`config.mk`:
```
export PLATFORM = sky130hd
export DESIGN_NAME = cprc_top
export DESIGN_NICKNAME = d
export VERILOG_FILES = /design/src/cprc_note_placeholder_unused.v /design/src/cprc_top.v
export VERILOG_INCLUDE_DIRS = /design/src
export SDC_FILE = /design/constraint.sdc
export NUM_CORES = 1
export LEC_CHECK = 0
export BUFFER_PORTS_ARGS = -buffer_cell sky130_fd_sc_hd__buf_4
export CAP_MARGIN = 25
export CORE_ASPECT_RATIO = 1.5
export CORE_MARGIN = 4
export CORE_UTILIZATION = 30
export CTS_CLUSTER_SIZE = 20
export DETAILED_ROUTE_END_ITERATION = 10
export GPL_ROUTABILITY_DRIVEN = 0
export GPL_TIMING_DRIVEN = 1
export PLACE_DENSITY = 0.51
export SYNTH_ARGS = -nofsm -noshare
export SYNTH_HDL_FRONTEND = slang
export SYNTH_SLANG_ARGS = --single-unit
```
`constraint.sdc`:
```
create_clock -name mclk_i -period 3 [get_ports mclk_i]
set_clock_uncertainty 0.05 [all_clocks]
set_input_delay 0.3 -clock mclk_i [delete_from_list [all_inputs] [get_ports mclk_i]]
set_output_delay 0.3 -clock mclk_i [all_outputs]
set_load 0.03 [all_outputs]
```
`src/cprc_defs.vh`:
```
`ifndef CPRC_DEFS_VH
`define CPRC_DEFS_VH

// register byte offsets
`define CPRC_MAINSEL     8'h00
`define CPRC_PLLCTRL     8'h04
`define CPRC_PLLSTAT     8'h08
`define CPRC_CLKOUTSEL   8'h0c
`define CPRC_CLKEN       8'h10
`define CPRC_PERDIV      8'h14
`define CPRC_PCON        8'h18
`define CPRC_STARTEN     8'h1c
`define CPRC_WDMOD       8'h20
`define CPRC_WDTC        8'h24
`define CPRC_WDFEED      8'h28
`define CPRC_WDTV        8'h2c
`define CPRC_RSTSTAT     8'h30

// clock source codes
`define CPRC_SRC_IRC     2'h0
`define CPRC_SRC_SYS     2'h1
`define CPRC_SRC_WDO     2'h2
`define CPRC_SRC_PLL     2'h3
`define CPRC_SRC_MAIN    2'h3

// pll control fields
`define CPRC_PLL_M_LSB   0
`define CPRC_PLL_M_MSB   4
`define CPRC_PLL_P_LSB   5
`define CPRC_PLL_P_MSB   6
`define CPRC_PLL_ON_BIT  7

// power control fields
`define CPRC_PCON_DEEP   0
`define CPRC_PCON_KIRC   1
`define CPRC_PCON_KBOD   2
`define CPRC_PCON_KWDT   3
`define CPRC_PCON_SYSON  4
`define CPRC_PCON_WDOON  5
`define CPRC_PCON_RST    6'h04

// watchdog mode fields
`define CPRC_WD_EN       0
`define CPRC_WD_IRQRESP  1
`define CPRC_WD_TOF      2
`define CPRC_WD_CLKSEL   3

// watchdog constants
`define CPRC_WDTC_MIN    24'h0000ff
`define CPRC_WDTC_RST    24'h0000ff
`define CPRC_FEED_1      8'haa
`define CPRC_FEED_2      8'h55

// reset status fields
`define CPRC_RS_POR      0
`define CPRC_RS_PIN      1
`define CPRC_RS_WDT      2
`define CPRC_RS_BOD      3

// timing
`define CPRC_CLK_MHZ     25
`define CPRC_PIN_RST_NS  50
`define CPRC_PIN_RST_CYC ((`CPRC_PIN_RST_NS * `CPRC_CLK_MHZ) / 1000)
`define CPRC_PLL_LOCK_US 100
`define CPRC_PLL_LOCK_CYC (`CPRC_PLL_LOCK_US * `CPRC_CLK_MHZ)
`define CPRC_RST_HOLD    4'h4
`define CPRC_BOOT_ADDR   32'h00000000

`endif

```
`src/cprc_note_placeholder_unused.v`:
```
`timescale 1ns/1ps
`default_nettype none
`default_nettype wire

```
`src/cprc_top.v`:
```
// Decided for this implementation: the address-and-strobe port and the register addresses.
`timescale 1ns/1ps
`default_nettype none
`include "cprc_defs.vh"

module cprc_top #(
    parameter NSTART = 13,
    parameter NPER   = 16,
    parameter NDIV   = 2
) (
    input  wire              mclk_i,
    input  wire              rst_i,
    input  wire [7:0]        addr_i,
    input  wire [31:0]       wdata_i,
    input  wire              wr_i,
    input  wire              rd_i,
    output reg  [31:0]       rdata_o,
    input  wire              reset_pin_n_i,
    input  wire              brownout_i,
    input  wire              internal_rc_clock_i,
    input  wire              sysosc_clock_i,
    input  wire              watchdog_osc_i,
    input  wire [NSTART-1:0] start_pin_i,
    input  wire              sleep_req_i,
    input  wire              irq_pending_i,
    output reg               chip_rst_o,
    output reg               flash_init_o,
    output reg  [31:0]       boot_addr_o,
    output reg               core_clk_en_o,
    output reg  [1:0]        main_sel_o,
    output reg               pll_pd_o,
    output reg               pll_bypass_o,
    output reg  [4:0]        pll_msel_o,
    output reg  [1:0]        pll_psel_o,
    output reg               clock_out_pin_o,
    output reg  [NPER-1:0]   periph_clk_en_o,
    output reg  [NDIV-1:0]   periph_tick_o,
    output reg               analog_pd_o,
    output reg               internal_rc_en_o,
    output reg               sysosc_en_o,
    output reg               watchdog_osc_en_o,
    output reg               brownout_monitor_en_o,
    output reg  [NSTART-1:0] start_irq_o,
    output reg               wd_irq_o
);

    localparam ST_ACT = 2'h0;
    localparam ST_SLP = 2'h1;
    localparam ST_DSL = 2'h2;
    localparam NSYNC  = NSTART + 5;
    localparam integer PLL_LOCK_N = `CPRC_PLL_LOCK_CYC;
    localparam [11:0] PLL_LOCK = PLL_LOCK_N[11:0];
    // reset pin idles high; a cleared flop would fake a pin reset after power-on
    localparam [NSYNC-1:0] SYNC_IDLE = {{(NSYNC-4){1'b0}}, 4'h8};

    // two-flop synchronisers for all pins and foreign oscillators
    reg  [NSYNC-1:0] sync_a;
    reg  [NSYNC-1:0] sync_b;
    reg  [NSYNC-1:0] sync_q;
    wire [NSYNC-1:0] raw_in = {start_pin_i, brownout_i, reset_pin_n_i,
                               watchdog_osc_i, sysosc_clock_i, internal_rc_clock_i};
    wire             irc_s  = sync_b[0];
    wire             sys_s  = sync_b[1];
    wire             wdo_s  = sync_b[2];
    wire             pin_s  = sync_b[3];
    wire             bod_s  = sync_b[4];
    wire [NSTART-1:0] st_s  = sync_b[NSYNC-1:5];
    wire [NSTART-1:0] st_q  = sync_q[NSYNC-1:5];

    always @(posedge mclk_i) begin
        if (rst_i) begin
            sync_a <= SYNC_IDLE;
            sync_b <= SYNC_IDLE;
            sync_q <= SYNC_IDLE;
        end else begin
            sync_a <= raw_in;
            sync_b <= sync_a;
            sync_q <= sync_b;
        end
    end

    // chip reset gathering
    reg        wd_fire;
    reg  [3:0] hold;
    reg  [3:0] rststat;
    wire       pin_rst  = ~pin_s & ~rst_i;
    wire       crst_src = rst_i | pin_rst | (bod_s & ~rst_i) | wd_fire;
    wire       ir       = rst_i | chip_rst_o;
    wire       wr_rs    = wr_i & (addr_i == `CPRC_RSTSTAT);

    // one sample of a 50 ns low pulse is enough, so no filter here
    always @(posedge mclk_i) begin
        if (rst_i) begin
            hold         <= `CPRC_RST_HOLD;
            chip_rst_o   <= 1'b1;
            flash_init_o <= 1'b0;
            rststat      <= 4'h1;
        end else begin
            if (crst_src)
                hold <= `CPRC_RST_HOLD;
            else if (hold != 4'h0)
                hold <= hold - 4'h1;
            chip_rst_o   <= crst_src | (hold > 4'h1);
            flash_init_o <= crst_src & ~chip_rst_o;
            rststat[`CPRC_RS_POR] <= rststat[`CPRC_RS_POR] & ~(wr_rs & wdata_i[0]);
            rststat[`CPRC_RS_PIN] <= pin_rst | (rststat[1] & ~(wr_rs & wdata_i[1]));
            rststat[`CPRC_RS_WDT] <= wd_fire | (rststat[2] & ~(wr_rs & wdata_i[2]));
            rststat[`CPRC_RS_BOD] <= bod_s | (rststat[3] & ~(wr_rs & wdata_i[3]));
        end
    end

    // software registers, all restored while chip reset stands
    reg  [1:0]        mainsel;
    reg  [7:0]        pllctrl;
    reg  [1:0]        clkoutsel;
    reg  [NPER-1:0]   clken;
    reg  [8*NDIV-1:0] perdiv;
    reg  [5:0]        pcon;
    reg  [NSTART-1:0] starten;
    reg  [3:0]        wdmod;
    reg  [23:0]       wdtc;
    reg  [23:0]       wdtv;
    reg  [1:0]        wdpre;
    reg               feed_armed;
    reg               pll_lock;
    reg  [11:0]       lock_cnt;
    reg  [1:0]        pstate;
    reg               wd_src_q;
    reg               ptog;

    wire wr_wd   = wr_i & (addr_i == `CPRC_WDFEED);
    wire feed_ok = wr_wd & feed_armed & (wdata_i[7:0] == `CPRC_FEED_2);
    // any write after the first feed byte that is not the second byte breaks the feed
    wire feed_bad = wdmod[`CPRC_WD_EN] &
                    ((wr_i & feed_armed & ~feed_ok) |
                     (wr_wd & ~feed_armed & (wdata_i[7:0] != `CPRC_FEED_1)));
    wire wd_src  = wdmod[`CPRC_WD_CLKSEL] ? wdo_s : irc_s;
    wire wd_tick = wd_src & ~wd_src_q;
    wire wd_dec  = wd_tick & (wdpre == 2'h3);
    wire wd_tout = wdmod[`CPRC_WD_EN] & wd_dec & (wdtv == 24'h000000);
    wire wd_evt  = wd_tout | feed_bad;
    wire deep    = (pstate == ST_DSL);
    wire pll_on  = pllctrl[`CPRC_PLL_ON_BIT];
    wire [NSTART-1:0] st_hit = st_s & ~st_q & starten;
    wire wr_tof  = wr_i & (addr_i == `CPRC_WDMOD) & ~wdata_i[`CPRC_WD_TOF];

    always @(posedge mclk_i) begin
        if (ir) begin
            mainsel    <= `CPRC_SRC_IRC;
            pllctrl    <= 8'h00;
            clkoutsel  <= `CPRC_SRC_IRC;
            clken      <= {NPER{1'b1}};
            perdiv     <= {(8*NDIV){1'b0}};
            pcon       <= `CPRC_PCON_RST;
            starten    <= {NSTART{1'b0}};
            wdmod      <= 4'h0;
            wdtc       <= `CPRC_WDTC_RST;
            feed_armed <= 1'b0;
        end else begin
            if (wr_i) begin
                case (addr_i)
                    `CPRC_MAINSEL:   mainsel   <= wdata_i[1:0];
                    `CPRC_PLLCTRL:   pllctrl   <= wdata_i[7:0];
                    `CPRC_CLKOUTSEL: clkoutsel <= wdata_i[1:0];
                    `CPRC_CLKEN:     clken     <= wdata_i[NPER-1:0];
                    `CPRC_PERDIV:    perdiv    <= wdata_i[8*NDIV-1:0];
                    `CPRC_PCON:      pcon      <= wdata_i[5:0];
                    `CPRC_STARTEN:   starten   <= wdata_i[NSTART-1:0];
                    `CPRC_WDTC: begin
                        if (wdata_i[23:0] < `CPRC_WDTC_MIN)
                            wdtc <= `CPRC_WDTC_MIN;
                        else
                            wdtc <= wdata_i[23:0];
                    end
                    default: ;
                endcase
            end
            // enable can only be set; only a reset turns the watchdog off
            if (wr_i & (addr_i == `CPRC_WDMOD)) begin
                wdmod[`CPRC_WD_EN]     <= wdmod[`CPRC_WD_EN] | wdata_i[`CPRC_WD_EN];
                wdmod[`CPRC_WD_IRQRESP] <= wdata_i[`CPRC_WD_IRQRESP];
                wdmod[`CPRC_WD_CLKSEL]  <= wdata_i[`CPRC_WD_CLKSEL];
            end
            // timeout flag: hardware set wins over software clear
            wdmod[`CPRC_WD_TOF] <= wd_evt | (wdmod[`CPRC_WD_TOF] & ~wr_tof);
            if (wr_wd & (wdata_i[7:0] == `CPRC_FEED_1) & ~feed_armed)
                feed_armed <= 1'b1;
            else if (wr_i)
                feed_armed <= 1'b0;
        end
    end

    // watchdog counter and response
    always @(posedge mclk_i) begin
        if (ir) begin
            wdtv     <= `CPRC_WDTC_RST;
            wdpre    <= 2'h0;
            wd_src_q <= 1'b0;
            wd_fire  <= 1'b0;
            wd_irq_o <= 1'b0;
        end else begin
            wd_src_q <= wd_src;
            if (wd_tick)
                wdpre <= wdpre + 2'h1;
            if (feed_ok | wd_tout)
                wdtv <= wdtc;
            else if (wdmod[`CPRC_WD_EN] & wd_dec)
                wdtv <= wdtv - 24'h000001;
            wd_fire  <= wd_evt & ~wdmod[`CPRC_WD_IRQRESP];
            wd_irq_o <= (wd_evt | (wdmod[`CPRC_WD_TOF] & ~wr_tof)) &
                        wdmod[`CPRC_WD_IRQRESP];
        end
    end

    // pll lock timer; software waits on the status bit before selecting it
    always @(posedge mclk_i) begin
        if (ir) begin
            lock_cnt <= 12'h000;
            pll_lock <= 1'b0;
        end else if (~pll_on | deep | (wr_i & (addr_i == `CPRC_PLLCTRL))) begin
            lock_cnt <= 12'h000;
            pll_lock <= 1'b0;
        end else if (lock_cnt == PLL_LOCK - 12'h001) begin
            pll_lock <= 1'b1;
        end else begin
            lock_cnt <= lock_cnt + 12'h001;
        end
    end

    // power modes
    always @(posedge mclk_i) begin
        if (ir) begin
            pstate <= ST_ACT;
        end else begin
            case (pstate)
                ST_ACT: begin
                    if (sleep_req_i)
                        pstate <= pcon[`CPRC_PCON_DEEP] ? ST_DSL : ST_SLP;
                end
                ST_SLP: begin
                    if (irq_pending_i)
                        pstate <= ST_ACT;
                end
                ST_DSL: begin
                    if ((|st_hit) | wd_irq_o | irq_pending_i)
                        pstate <= ST_ACT;
                end
                default: pstate <= ST_ACT;
            endcase
        end
    end

    // peripheral dividers, tick period is div value cycles, zero stops it
    reg [8*NDIV-1:0] pdcnt;
    integer i;
    always @(posedge mclk_i) begin
        if (ir) begin
            pdcnt         <= {(8*NDIV){1'b0}};
            periph_tick_o <= {NDIV{1'b0}};
        end else begin
            for (i = 0; i < NDIV; i = i + 1) begin
                if ((perdiv[8*i +: 8] == 8'h00) | ~clken[i] | deep) begin
                    pdcnt[8*i +: 8]  <= 8'h00;
                    periph_tick_o[i] <= 1'b0;
                end else if (pdcnt[8*i +: 8] >= perdiv[8*i +: 8] - 8'h01) begin
                    pdcnt[8*i +: 8]  <= 8'h00;
                    periph_tick_o[i] <= 1'b1;
                end else begin
                    pdcnt[8*i +: 8]  <= pdcnt[8*i +: 8] + 8'h01;
                    periph_tick_o[i] <= 1'b0;
                end
            end
        end
    end

    // main clock level seen at the output pin; the pll itself is outside
    reg main_lvl;
    always @* begin
        case (mainsel)
            `CPRC_SRC_IRC: main_lvl = irc_s;
            `CPRC_SRC_SYS: main_lvl = sys_s;
            `CPRC_SRC_WDO: main_lvl = wdo_s;
            default:       main_lvl = ptog;
        endcase
    end

    // outputs, all registered
    always @(posedge mclk_i) begin
        if (ir) begin
            ptog                  <= 1'b0;
            boot_addr_o           <= `CPRC_BOOT_ADDR;
            core_clk_en_o         <= 1'b0;
            main_sel_o            <= `CPRC_SRC_IRC;
            pll_pd_o              <= 1'b1;
            pll_bypass_o          <= 1'b1;
            pll_msel_o            <= 5'h00;
            pll_psel_o            <= 2'h0;
            clock_out_pin_o       <= 1'b0;
            periph_clk_en_o       <= {NPER{1'b0}};
            analog_pd_o           <= 1'b0;
            internal_rc_en_o      <= 1'b1;
            sysosc_en_o           <= 1'b0;
            watchdog_osc_en_o     <= 1'b0;
            brownout_monitor_en_o <= 1'b1;
            start_irq_o           <= {NSTART{1'b0}};
        end else begin
            ptog          <= ~ptog;
            boot_addr_o   <= `CPRC_BOOT_ADDR;
            core_clk_en_o <= (pstate == ST_ACT);
            main_sel_o    <= mainsel;
            pll_pd_o      <= ~pll_on | deep;
            pll_bypass_o  <= ~pll_on;
            pll_msel_o    <= pllctrl[`CPRC_PLL_M_MSB:`CPRC_PLL_M_LSB];
            pll_psel_o    <= pllctrl[`CPRC_PLL_P_MSB:`CPRC_PLL_P_LSB];
            case (clkoutsel)
                `CPRC_SRC_IRC: clock_out_pin_o <= irc_s;
                `CPRC_SRC_SYS: clock_out_pin_o <= sys_s;
                `CPRC_SRC_WDO: clock_out_pin_o <= wdo_s;
                default:       clock_out_pin_o <= main_lvl;
            endcase
            periph_clk_en_o       <= clken & {NPER{~deep}};
            analog_pd_o           <= deep;
            internal_rc_en_o      <= ~deep | pcon[`CPRC_PCON_KIRC];
            sysosc_en_o           <= pcon[`CPRC_PCON_SYSON] & ~deep;
            watchdog_osc_en_o     <= pcon[`CPRC_PCON_WDOON] &
                                     (~deep | pcon[`CPRC_PCON_KWDT]);
            brownout_monitor_en_o <= ~deep | pcon[`CPRC_PCON_KBOD];
            start_irq_o           <= st_hit;
        end
    end

    // register read, data one cycle after the strobe
    always @(posedge mclk_i) begin
        if (ir) begin
            rdata_o <= 32'h00000000;
        end else if (rd_i) begin
            case (addr_i)
                `CPRC_MAINSEL:   rdata_o <= {30'h0, mainsel};
                `CPRC_PLLCTRL:   rdata_o <= {24'h0, pllctrl};
                `CPRC_PLLSTAT:   rdata_o <= {31'h0, pll_lock};
                `CPRC_CLKOUTSEL: rdata_o <= {30'h0, clkoutsel};
                `CPRC_CLKEN:     rdata_o <= {{(32-NPER){1'b0}}, clken};
                `CPRC_PERDIV:    rdata_o <= {{(32-8*NDIV){1'b0}}, perdiv};
                `CPRC_PCON:      rdata_o <= {22'h0, pstate, 2'h0, pcon};
                `CPRC_STARTEN:   rdata_o <= {{(32-NSTART){1'b0}}, starten};
                `CPRC_WDMOD:     rdata_o <= {28'h0, wdmod};
                `CPRC_WDTC:      rdata_o <= {8'h0, wdtc};
                `CPRC_WDTV:      rdata_o <= {8'h0, wdtv};
                `CPRC_RSTSTAT:   rdata_o <= {28'h0, rststat};
                default:         rdata_o <= 32'h00000000;
            endcase
        end else begin
            rdata_o <= 32'h00000000;
        end
    end

endmodule // cprc_top
`default_nettype wire

```
==> results of run 1 <==
[cells by family (layout without fill, tap and decap cells)]
kind of cell / count (synthesis) / after routing / share of synthesized area
and+or+nand+nor: 569 / 569 / 0.252
DFF: 285 / 285 / 0.486
AOI/OAI and AO/OA: 211 / 211 / 0.110
buffers and inverters: 132 / 267 / 0.0585
xor gates and xnor gates: 59 / 59 / 0.0440
adders and majority gates: 29 / 29 / 0.0309
muxes: 18 / 18 / 0.0179
other: 1 / 40 / 0.000319
[registers in the layout, summed over array words and instances, names as in the netlist, 4 cells and up]
register	flops
clken	16
hold	4
lock_cnt	12
pcon	6
pdcnt	16
perdiv	16
periph_clk_en_o	16
pll_msel_o	5
pllctrl	8
rdata_o	24
rststat	4
start_irq_o	13
starten	13
sync_a	18
sync_b	18
sync_q	13
wdmod	4
wdtc	24
wdtv	24
[critical path, cell delays in order, from the launching register on]
cell	delay [ns]
dfxtp_1	0.40
inv_1	0.08
ha_1	0.21
nand2b_1	0.11
nor2_1	0.06
xnor2_1	0.13
ha_1	0.30
a21o_1	0.17
a21o_1	0.17
a21oi_1	0.14
o221ai_1	0.37
nor3_1	0.31
[synthesized netlist by cell type (all sizes together) (3+ instances only)]
| master | n |
|---|---|
| dfxtp | 285 |
| nand2 | 189 |
| a21oi | 104 |
| nand3 | 75 |
| nor2 | 72 |
| buf | 66 |
| nor2b | 57 |
| clkbuf | 49 |
| nor3 | 38 |
| xor2 | 31 |
| and3 | 29 |
| ha | 29 |
| xnor2 | 28 |
| a22oi | 26 |
| o21ai | 22 |
| nor4 | 18 |
| and2 | 17 |
| inv | 17 |
| nand4 | 17 |
| nand3b | 15 |
| a222oi | 12 |
| mux2i | 12 |
| o22ai | 11 |
| nand2b | 8 |
| a31oi | 7 |
| nor4b | 7 |
| o211ai | 6 |
| a21o | 5 |
| a22o | 5 |
| or3 | 5 |
| or4b | 5 |
| mux2 | 4 |
| nor3b | 4 |
| or2 | 3 |
[final cells by class]
| type | count | area, um2 |
|---|---|---|
| fill | 3934 | 24100 |
| sequential | 285 | 5710 |
| multi-input combinational | 926 | 5510 |
| timing repair buffer | 200 | 1620 |
| clock buffer | 38 | 810 |
| tap | 495 | 619 |
| clock inverter | 12 | 150 |
| inverter | 17 | 63.8 |
[repair_timing]
item                                   CTS  global route
buffers inserted                         0             0
hold buffers                            36             0
endpoints found under the hold margin   57             0
[through the flow]
step | instances | util | hold WS, ns | setup slack (ns)
2_1_floorplan | 1343 | - | 0.337 | 0.486
3_3_place_gp | 1887 | 0.341 | 0.348 | 0.469
3_5_place_dp | 1887 | 0.341 | 0.351 | 0.453
4_1_cts | 1973 | 0.376 | 0.00245 | 0.413
5_1_grt | 1973 | 0.376 | 0.00805 | 0.160
6_report | 1973 | 0.376 | 0.0334 | 0.399
[power by group through the flow]
stage / Clock, mW / Combinational [mW] / Sequential, mW
after floorplan: 0 / 0.287 / 3.97
after global placement: 0 / 0.441 / 3.95
after detailed placement: 0 / 0.446 / 3.95
after CTS: 3.82 / 0.484 / 3.86
after global routing: 3.97 / 0.521 / 3.87
final: 3.69 / 0.485 / 3.86
[worst paths after layout]
path / cells after the start / startpoint / slack [ns] / endpoint
max: 11 / perdiv[9] / 0.40 / pdcnt[11]
min: 3 / wdata_i[5] / 0.03 / perdiv[5]
max reg2reg: 11 / perdiv[9] / 0.40 / pdcnt[11]
min reg2reg: 1 / ptog / 0.36 / ptog
[routing by layer]
layer,part of all wire,wire [um]
met1,0.41,14700
met2,0.50,18300
met4,0.035,1260
met5,0,0
met3,0.055,2010
==> flow_summary_export.csv, run 1 <==
group,metric,value,unit
logic_synthesis,netlist_instances,1304,
floorplan,top_level_ports,180,
global_routing,grt_pass1_vias,9574,
floorplan,die_area,42400,um2
power,cellPowerDensity,556,nW/um2
floorplan,core_area,38500,um2
clocking,root_buffer,"clkbuf_16",
floorplan,die_h,250,um
global_routing,antenna_found_initial,0,
floorplan,start_util,0.305,
sta,slew_violations,0,
drt,drtIter0Drc,890,
drt,ant_nets,0,
global_routing,grt_pass1_wl,55.5,mm
sta,max_freq,384,MHz
global_routing,grt_max_degree,58,
sta,fin_setup_tns,0,ns
clocking,clk_pin_slew,0.07,ns
final_layout,final_common_cell,"dfxtp_1",
clocking,cts_tree,"done",
sta,post-route-period-util,0.867,
power,seq_power_share,0.481,
global_routing,gr-usage-met1,0.198,
global_routing,grt_usage,0.165,
critical_path,start_kind,"flip-flop",
logic_synthesis,ys_ff_latch,285,
power,p_int,6.16,mW
sta,relSlewSlack,0.467,
place,io_buffer_count,131,
logic_synthesis,yosysUniqueCellTypes,68,
sta,hold_viol,0,
logic_synthesis,ys_async_sr_fraction,0,
drt,dr_total_vias,9756,
global_routing,grt.met2_usage,0.295,
place,dpl.hpwl,25.8,mm
drt,via_per_inst,4.94,
logic_synthesis,avgSynthCellArea,9.01,um2
logic_synthesis,synth.area.top_cells,"dfxtp_1, nand2_1, a21oi_1",
floorplan,chipWidth,170,um
power,power_switching,1.88,mW
global_routing,overflow,0,
final_layout,diodes,0,
hold_path,holdCritPathClass,"input pin to flip-flop",
logic_synthesis,synth-edff-count,0,
floorplan,rows,88,
critical_path,crit_type,"flip-flop to flip-flop",
drt,wl,36.2,mm
place,dpl_cell_area,13200,um2
drt,drc,0,
clocking,cts_resized,0,
clocking,cts.sinks,285,
power,total_power,8.04,mW
power,clkPwrFrac,0.459,
clocking,clockBufferDepth,3,
logic_synthesis,synth_warnings,0,
logic_synthesis,synth.cell_area,11700,um2
run_status,status,"complete, no violations",
sta,setup_viol,0,
clocking,htreeDepth,1,
sta,worst_pin_slew,0.800,ns
critical_path,worstPathMaxFanout,9,
final_layout,drive_gt1_frac,0.158,
final_layout,design_area,14500,um2
run,drv_cap,0,
clocking,clock_latency,0.56,ns
power,pwr-share-comb,0.060,
clocking,cts-buffers-inserted,29,
critical_path,arrival,3.01,ns
logic_synthesis,synth_ff_type,"dfxtp_1",
drt,detail_route.wl_per_cell,18.3,um
logic_synthesis,seq_area_frac_synth,0.486,
drt,dr.pass1.iters,5,
sta,period_minus_slack,2.60,ns
power,leakagePower,5.53,nW
logic_synthesis,synth_top_area_share,0.486,
sta,rsz0062_at_grt,"no",
final_layout,synthToLayoutAreaGrowth,23.2,%
power,peakVddDrop,373,uV
final_layout,final_cell_mix,"dfxtp_1, nand2_1, buf_4",
global_routing,grt-busiest-layer,"met2",
logic_synthesis,synth_top_area_cell,"dfxtp_1",
power,sw_frac_of_total,0.233,
global_routing,gr-usage-met3,0.0226,
critical_path,cp.required,3.41,ns
critical_path,worstSetupEndpointType,"flip-flop",
final_layout,nets,1552,
Note: power is estimated with default switching activity, not from simulation.
==> run 2: changes to the inputs <==
REMOVE_ABC_BUFFERS = 1   (was unset)
clock period = 2.7 ns   (was 3 ns; I/O delays follow)
==> flow_summary_export.csv, run 2 (synthesis results as in run 1) <==
group,metric,value,unit
critical_path,path_cells,"inv_1, ha_1, nand2b_1, nor2_1, xnor2_1, ha_1, a21o_1, a21o_1, a21oi_1, o221ai_2, nor2b_1",
clocking,clock_latency,0.55,ns
final_layout,nets,1567,
critical_path,cp.required,3.08,ns
sta,rsz0062_at_grt,"no",
sta,worst_pin_slew,0.757,ns
power,peakVddDrop,396,uV
final_layout,synthToLayoutAreaGrowth,24.4,%
global_routing,overflow,0,
drt,drc,0,
global_routing,grt_max_degree,45,
hold_path,holdCritPathClass,"input pin to flip-flop",
power,leakagePower,5.61,nW
floorplan,chipWidth,170,um
final_layout,top_regs,"rdata_o x24, wdtc x24, wdtv x24",
final_layout,drive_gt1_frac,0.165,
global_routing,antenna_found_initial,0,
floorplan,die_area,42400,um2
drt,highest_layer,"met4",
drt,wl_met2,17.9,mm
critical_path,cpMaxStageDelayCell,"dfxtp_1",
floorplan,die_h,250,um
drt,wl,35.6,mm
critical_path,worstPathMaxFanout,9,
sta,whs,0.0359,ns
final_layout,design_area,14600,um2
place,numPlacedInstances,1897,
clocking,htreeDepth,1,
global_routing,grt_usage,0.165,
global_routing,grt_pass1_vias,9646,
place,dpl_cell_area,13200,um2
critical_path,worstSetupEndpointType,"flip-flop",
clocking,clockBufferDepth,3,
floorplan,core_area,38500,um2
drt,dr.pass1.iters,6,
drt,detail_route.wl_per_cell,17.9,um
sta,hold_viol,0,
critical_path,r2r_slack,0.25,ns
floorplan,rows,88,
sta,period_minus_slack,2.45,ns
final_layout,fin_cells,1989,
drt,dr_total_vias,9824,
run_status,status,"complete, no violations",
drt,met3_length,2.38,mm
sta,slew_violations,0,
critical_path,start_kind,"flip-flop",
final_layout,fillCellCount,3988,
clocking,postCtsSetupBuffers,0,
drt,ant_nets,0,
critical_path,slowest_delay,0.42,ns
drt,drtIter0Drc,615,
sta,setup_viol,0,
clocking,clk_pin_slew,0.06,ns
critical_path,arrival,2.84,ns
drt,via_per_inst,4.94,
run,drv_cap,0,
drt,wl_met1,14.3,mm
power,total_power,8.93,mW
final_layout,final_cell_mix,"dfxtp_1, nand2_1, buf_4",
sta,max_freq,407,MHz
critical_path,crit_type,"flip-flop to flip-flop",
clocking,cts.sinks,285,
final_layout,final_common_cell,"dfxtp_1",
sta,relSlewSlack,0.495,
clocking,cts_tree,"done",
floorplan,start_util,0.305,
power,cellPowerDensity,611,nW/um2
clocking,root_buffer,"clkbuf_16",
floorplan,top_level_ports,180,
global_routing,grt_pass1_wl,55.6,mm
clocking,cts-buffers-inserted,29,
sta,post-route-period-util,0.909,
place,io_buffer_count,131,
place,dpl.hpwl,26.0,mm
run 2: power by group:
| part | internal (mW) | switching, mW | leakage [nW] | total [mW] |
|---|---|---|---|---|
| clock network | 2.42 | 1.67 | 0.483 | 4.09 |
| logic | 0.200 | 0.342 | 2.82 | 0.542 |
| registers | 4.27 | 0.0271 | 2.31 | 4.29 |
run 2: final timing paths:
path / depth (start not counted) / endpoint / start
worst max-delay path: 11 / periph_tick_o[1] / perdiv[9]
worst min-delay path: 3 / pcon[3] / wdata_i[3]
worst max register to register: 11 / periph_tick_o[1] / perdiv[9]
worst min register to register: 1 / sync_b[3] / sync_a[3]
run 2: cell type report:
class / instances / area, um2 / area share
Clock inverter: 15 / 183 / 0.0125
Inverter: 17 / 63.8 / 0.00437
Timing Repair Buffer: 215 / 1740 / 0.119
Sequential cell: 285 / 5710 / 0.391
Antenna cell: 1 / 2.50 / 0.000171
Tap cell: 495 / 619 / 0.0424
Multi-Input combinational cell: 926 / 5520 / 0.378
Clock buffer: 35 / 778 / 0.0533
run 2: per-stage QoR:
stage                     worst slack (ns)   util  TNS, ns
final                                0.246  0.379        0
after global routing                0.0281  0.379        0
after CTS                            0.161  0.379        0
after detailed placement             0.170  0.343        0
after global placement               0.200  0.343        0
after floorplan                     -0.537      -   -12.96
run 2: worst max-delay path, delay by kind of cell (launching register included):
family,cells,cell delay [ns]
AO/OA/AOI/OAI,4,0.77
XOR/XNOR,1,0.13
adder cells (fa/ha/maj),2,0.52
buffers and inverters,1,0.09
flip-flops,1,0.42
AND/OR/NAND/NOR,3,0.34
run 2: repair_timing:
item                                    CTS  global route
hold buffers                             41             0
hold endpoints to repair                 86             0
endpoints found under the setup margin    0            10
gates resized for setup                   0             2
run 2: layer usage:
metal | track usage | vias up
met5 | 0 | -
li1 | - | 4800
met2 | 0.294 | 326
met1 | 0.202 | 4642
met4 | 0.0516 | 0
met3 | 0.0262 | 56
==> run 3: changes to the inputs <==
ABC_AREA = 1   (was unset)
PLACE_DENSITY = 0.5   (was 0.51)
==> flow_summary_export.csv, run 3 <==
group,metric,value,unit
sta,relSlewSlack,0.527,
global_routing,overflow,0,
clocking,clockBufferDepth,3,
final_layout,fin_cells,2345,
power,seq_power_share,0.458,
final_layout,final_util,0.373,
logic_synthesis,synth_warnings,0,
final_layout,design_area,15300,um2
drt,detail_route.wl_per_cell,15.9,um
logic_synthesis,synth.area.top_cells,"dfxtp_1, nand2_1, inv_1",
critical_path,rr_worst_depth,12,
place,numPlacedInstances,2249,
floorplan,start_util,0.303,
clocking,cts_resized,0,
critical_path,crit_end,"pdcnt[9]",
sta,setup_viol,0,
sta,slew_violations,0,
power,total_power,9.40,mW
run_status,status,"complete, no violations",
logic_synthesis,synth_common_cells,"dfxtp_1, nand2_1, inv_1, nor2_1, a21oi_1",
place,dpl.hpwl,28.0,mm
sta,fin_setup_tns,0,ns
logic_synthesis,ys_ff_latch,285,
drt,dr.pass1.iters,5,
logic_synthesis,synth_ff_type,"dfxtp_1",
power,peakVddDrop,499,uV
drt,wl,37.2,mm
critical_path,cp.required,3.11,ns
clocking,htreeDepth,1,
logic_synthesis,synth-edff-count,0,
logic_synthesis,avgSynthCellArea,7.57,um2
drt,dr_total_vias,10900,
sta,hold_viol,0,
power,cellPowerDensity,615,nW/um2
sta,period_minus_slack,2.26,ns
floorplan,chipWidth,174,um
global_routing,grt_max_degree,54,
clocking,cts.sinks,285,
drt,drc,0,
sta,max_freq,443,MHz
critical_path,start_kind,"flip-flop",
final_layout,top_regs,"rdata_o x24, wdtc x24, wdtv x24",
run,drv_cap,0,
global_routing,grt_pass1_vias,10700,
critical_path,r2r_start,"perdiv[8]",
critical_path,worstPathMaxFanout,8,
final_layout,drive_gt1_frac,0.133,
global_routing,grt_pass1_wl,58.3,mm
drt,ant_nets,0,
final_layout,final_common_cell,"dfxtp_1",
floorplan,core_area,41000,um2
floorplan,rows,91,
power,leakagePower,6.60,nW
critical_path,r2r-end,"pdcnt[9]",
clocking,root_buffer,"clkbuf_16",
logic_synthesis,synth.cell_area,12400,um2
critical_path,r2r_slack,0.44,ns
logic_synthesis,synth_xor_xnor_area_share,0.0318,
hold_path,holdCritPathClass,"input pin to flip-flop",
clocking,cts-buffers-inserted,29,
clocking,clock_latency,0.57,ns
logic_synthesis,synth_most_common_cell,"dfxtp_1",
logic_synthesis,synth_top_area_cell,"dfxtp_1",
final_layout,final_cell_mix,"dfxtp_1, nand2_1, nor2_1",
power,sw_frac_of_total,0.230,
logic_synthesis,synth_top_family_by_area,"simple AND/OR/NAND/NOR gates",
logic_synthesis,seq_area_frac_synth,0.460,
floorplan,die_h,257,um
sta,worst_pin_slew,0.706,ns
floorplan,die_area,44700,um2
drt,via_per_inst,4.66,
logic_synthesis,ys_async_sr_fraction,0,
floorplan,top_level_ports,180,
place,dpl_cell_area,13800,um2
critical_path,crit_type,"flip-flop to flip-flop",
logic_synthesis,synth_compound_area_frac,0.125,
final_layout,fillCellCount,4364,
place,io_buffer_count,131,
critical_path,startpoint,"perdiv[8]",
global_routing,grt_usage,0.161,
logic_synthesis,netlist_instances,1639,
logic_synthesis,synth_fa_ha_area_frac,0.0293,
logic_synthesis,post_synth_and_or_nand_nor_area_fraction,0.238,
power,p_int,7.24,mW
final_layout,nets,1905,
critical_path,arrival,2.67,ns
critical_path,worstSetupEndpointType,"flip-flop",
power,clkPwrFrac,0.483,
final_layout,synthToLayoutAreaGrowth,23.3,%
logic_synthesis,synth_top_area_share,0.460,
sta,rsz0062_at_grt,"no",
sta,post-route-period-util,0.837,
logic_synthesis,yosysUniqueCellTypes,39,
global_routing,antenna_found_initial,1,
clocking,cts_tree,"done",
power,pwr-share-comb,0.059,
power,power_switching,2.16,mW
logic_synthesis,synth.mux.area_fraction,0,
drt,drtIter0Drc,517,
clocking,clk_pin_slew,0.06,ns
run 3: cell count changes after synthesis, moves of 15 or more:
cell,previous run,this run
inv_1,17,226
nor2_1,72,226
o21ai_0,22,92
nand2_1,189,251
nor2b_1,57,0
clkbuf_1,49,20
o211ai_1,6,35
and3_1,28,0
a22oi_1,26,0
nand4_1,16,35
a21oi_1,104,120
nand3b_1,15,0
xnor2_1,28,13
run 3: worst min-delay path by stage:
| stage | from | to | slack [ns] | cells after the start |
|---|---|---|---|---|
| 2_1_floorplan | rst_i | rststat[1] | 0.29 | 1 |
| 3_3_place_gp | sync_a[7] | sync_b[7] | 0.34 | 2 |
| 3_5_place_dp | sync_a[17] | sync_b[17] | 0.34 | 2 |
| 4_1_cts | wr_i | starten[2] | 0.01 | 3 |
| 5_1_grt | wr_i | starten[2] | 0.03 | 3 |
| 6_report | sleep_req_i | pstate[1] | 0.04 | 4 |
run 3: timing repair:
action / CTS / global route
hold buffers: 43 / 0
endpoints found under the hold margin: 77 / 0
setup buffers: 0 / 0
run 3: layout make-up:
cell class                      count  area (um2)  share of cell area
Antenna cell                        1        2.50            0.000164
Clock buffer                       40         847              0.0554
Clock inverter                     12         235              0.0154
Inverter                          235         885              0.0578
Multi-Input combinational cell   1066        5410               0.354
Sequential cell                   285        5710               0.373
Tap cell                          511         639              0.0418
Timing Repair Buffer              195        1570               0.103
run 3: routing by layer:
metal	wire length, um	up-vias	global-route usage
met5	0	-	0
met2	19300	279	0.301
met4	1150	0	0.0546
li1	-	5552	-
met3	1710	58	0.0200
met1	15100	5047	0.189
run 3: cells by family (layout without fill, tap and decap cells):
kind of cell	count (synthesis)	in the layout
other cells	1	41
xor+xnor	45	45
buf+inv	327	482
simple gates	670	670
fa+ha+maj	29	29
flops	285	285
compound gates	282	282
run 3: metrics by stage:
stage          hold WS, ns  setup WS [ns]
2_1_floorplan        0.289         -0.627
3_3_place_gp         0.341          0.485
3_5_place_dp         0.342          0.419
4_1_cts             0.0116          0.418
5_1_grt             0.0331          0.156
6_report            0.0414          0.440
run 3: worst max-delay path: stages (launching register included):
cell and delay [ns]:
dfxtp_1 0.30, inv_1 0.17, ha_1 0.22, nand2_1 0.09, nor3_1 0.19, xor2_1 0.17, inv_1 0.06, ha_1 0.27
nand2_1 0.06, nor2_1 0.15, nand4_1 0.14, nand4_2 0.22, nor2_1 0.06
run 3: power groups by stage:
stage               sequential [mW]  clock (mW)  combinational, mW
global route                   4.31        4.84              0.607
floorplan                      4.43           0              0.249
finish                         4.31        4.54              0.555
detailed placement             4.40           0              0.509
CTS                            4.30        4.67              0.561
global placement               4.40           0              0.499
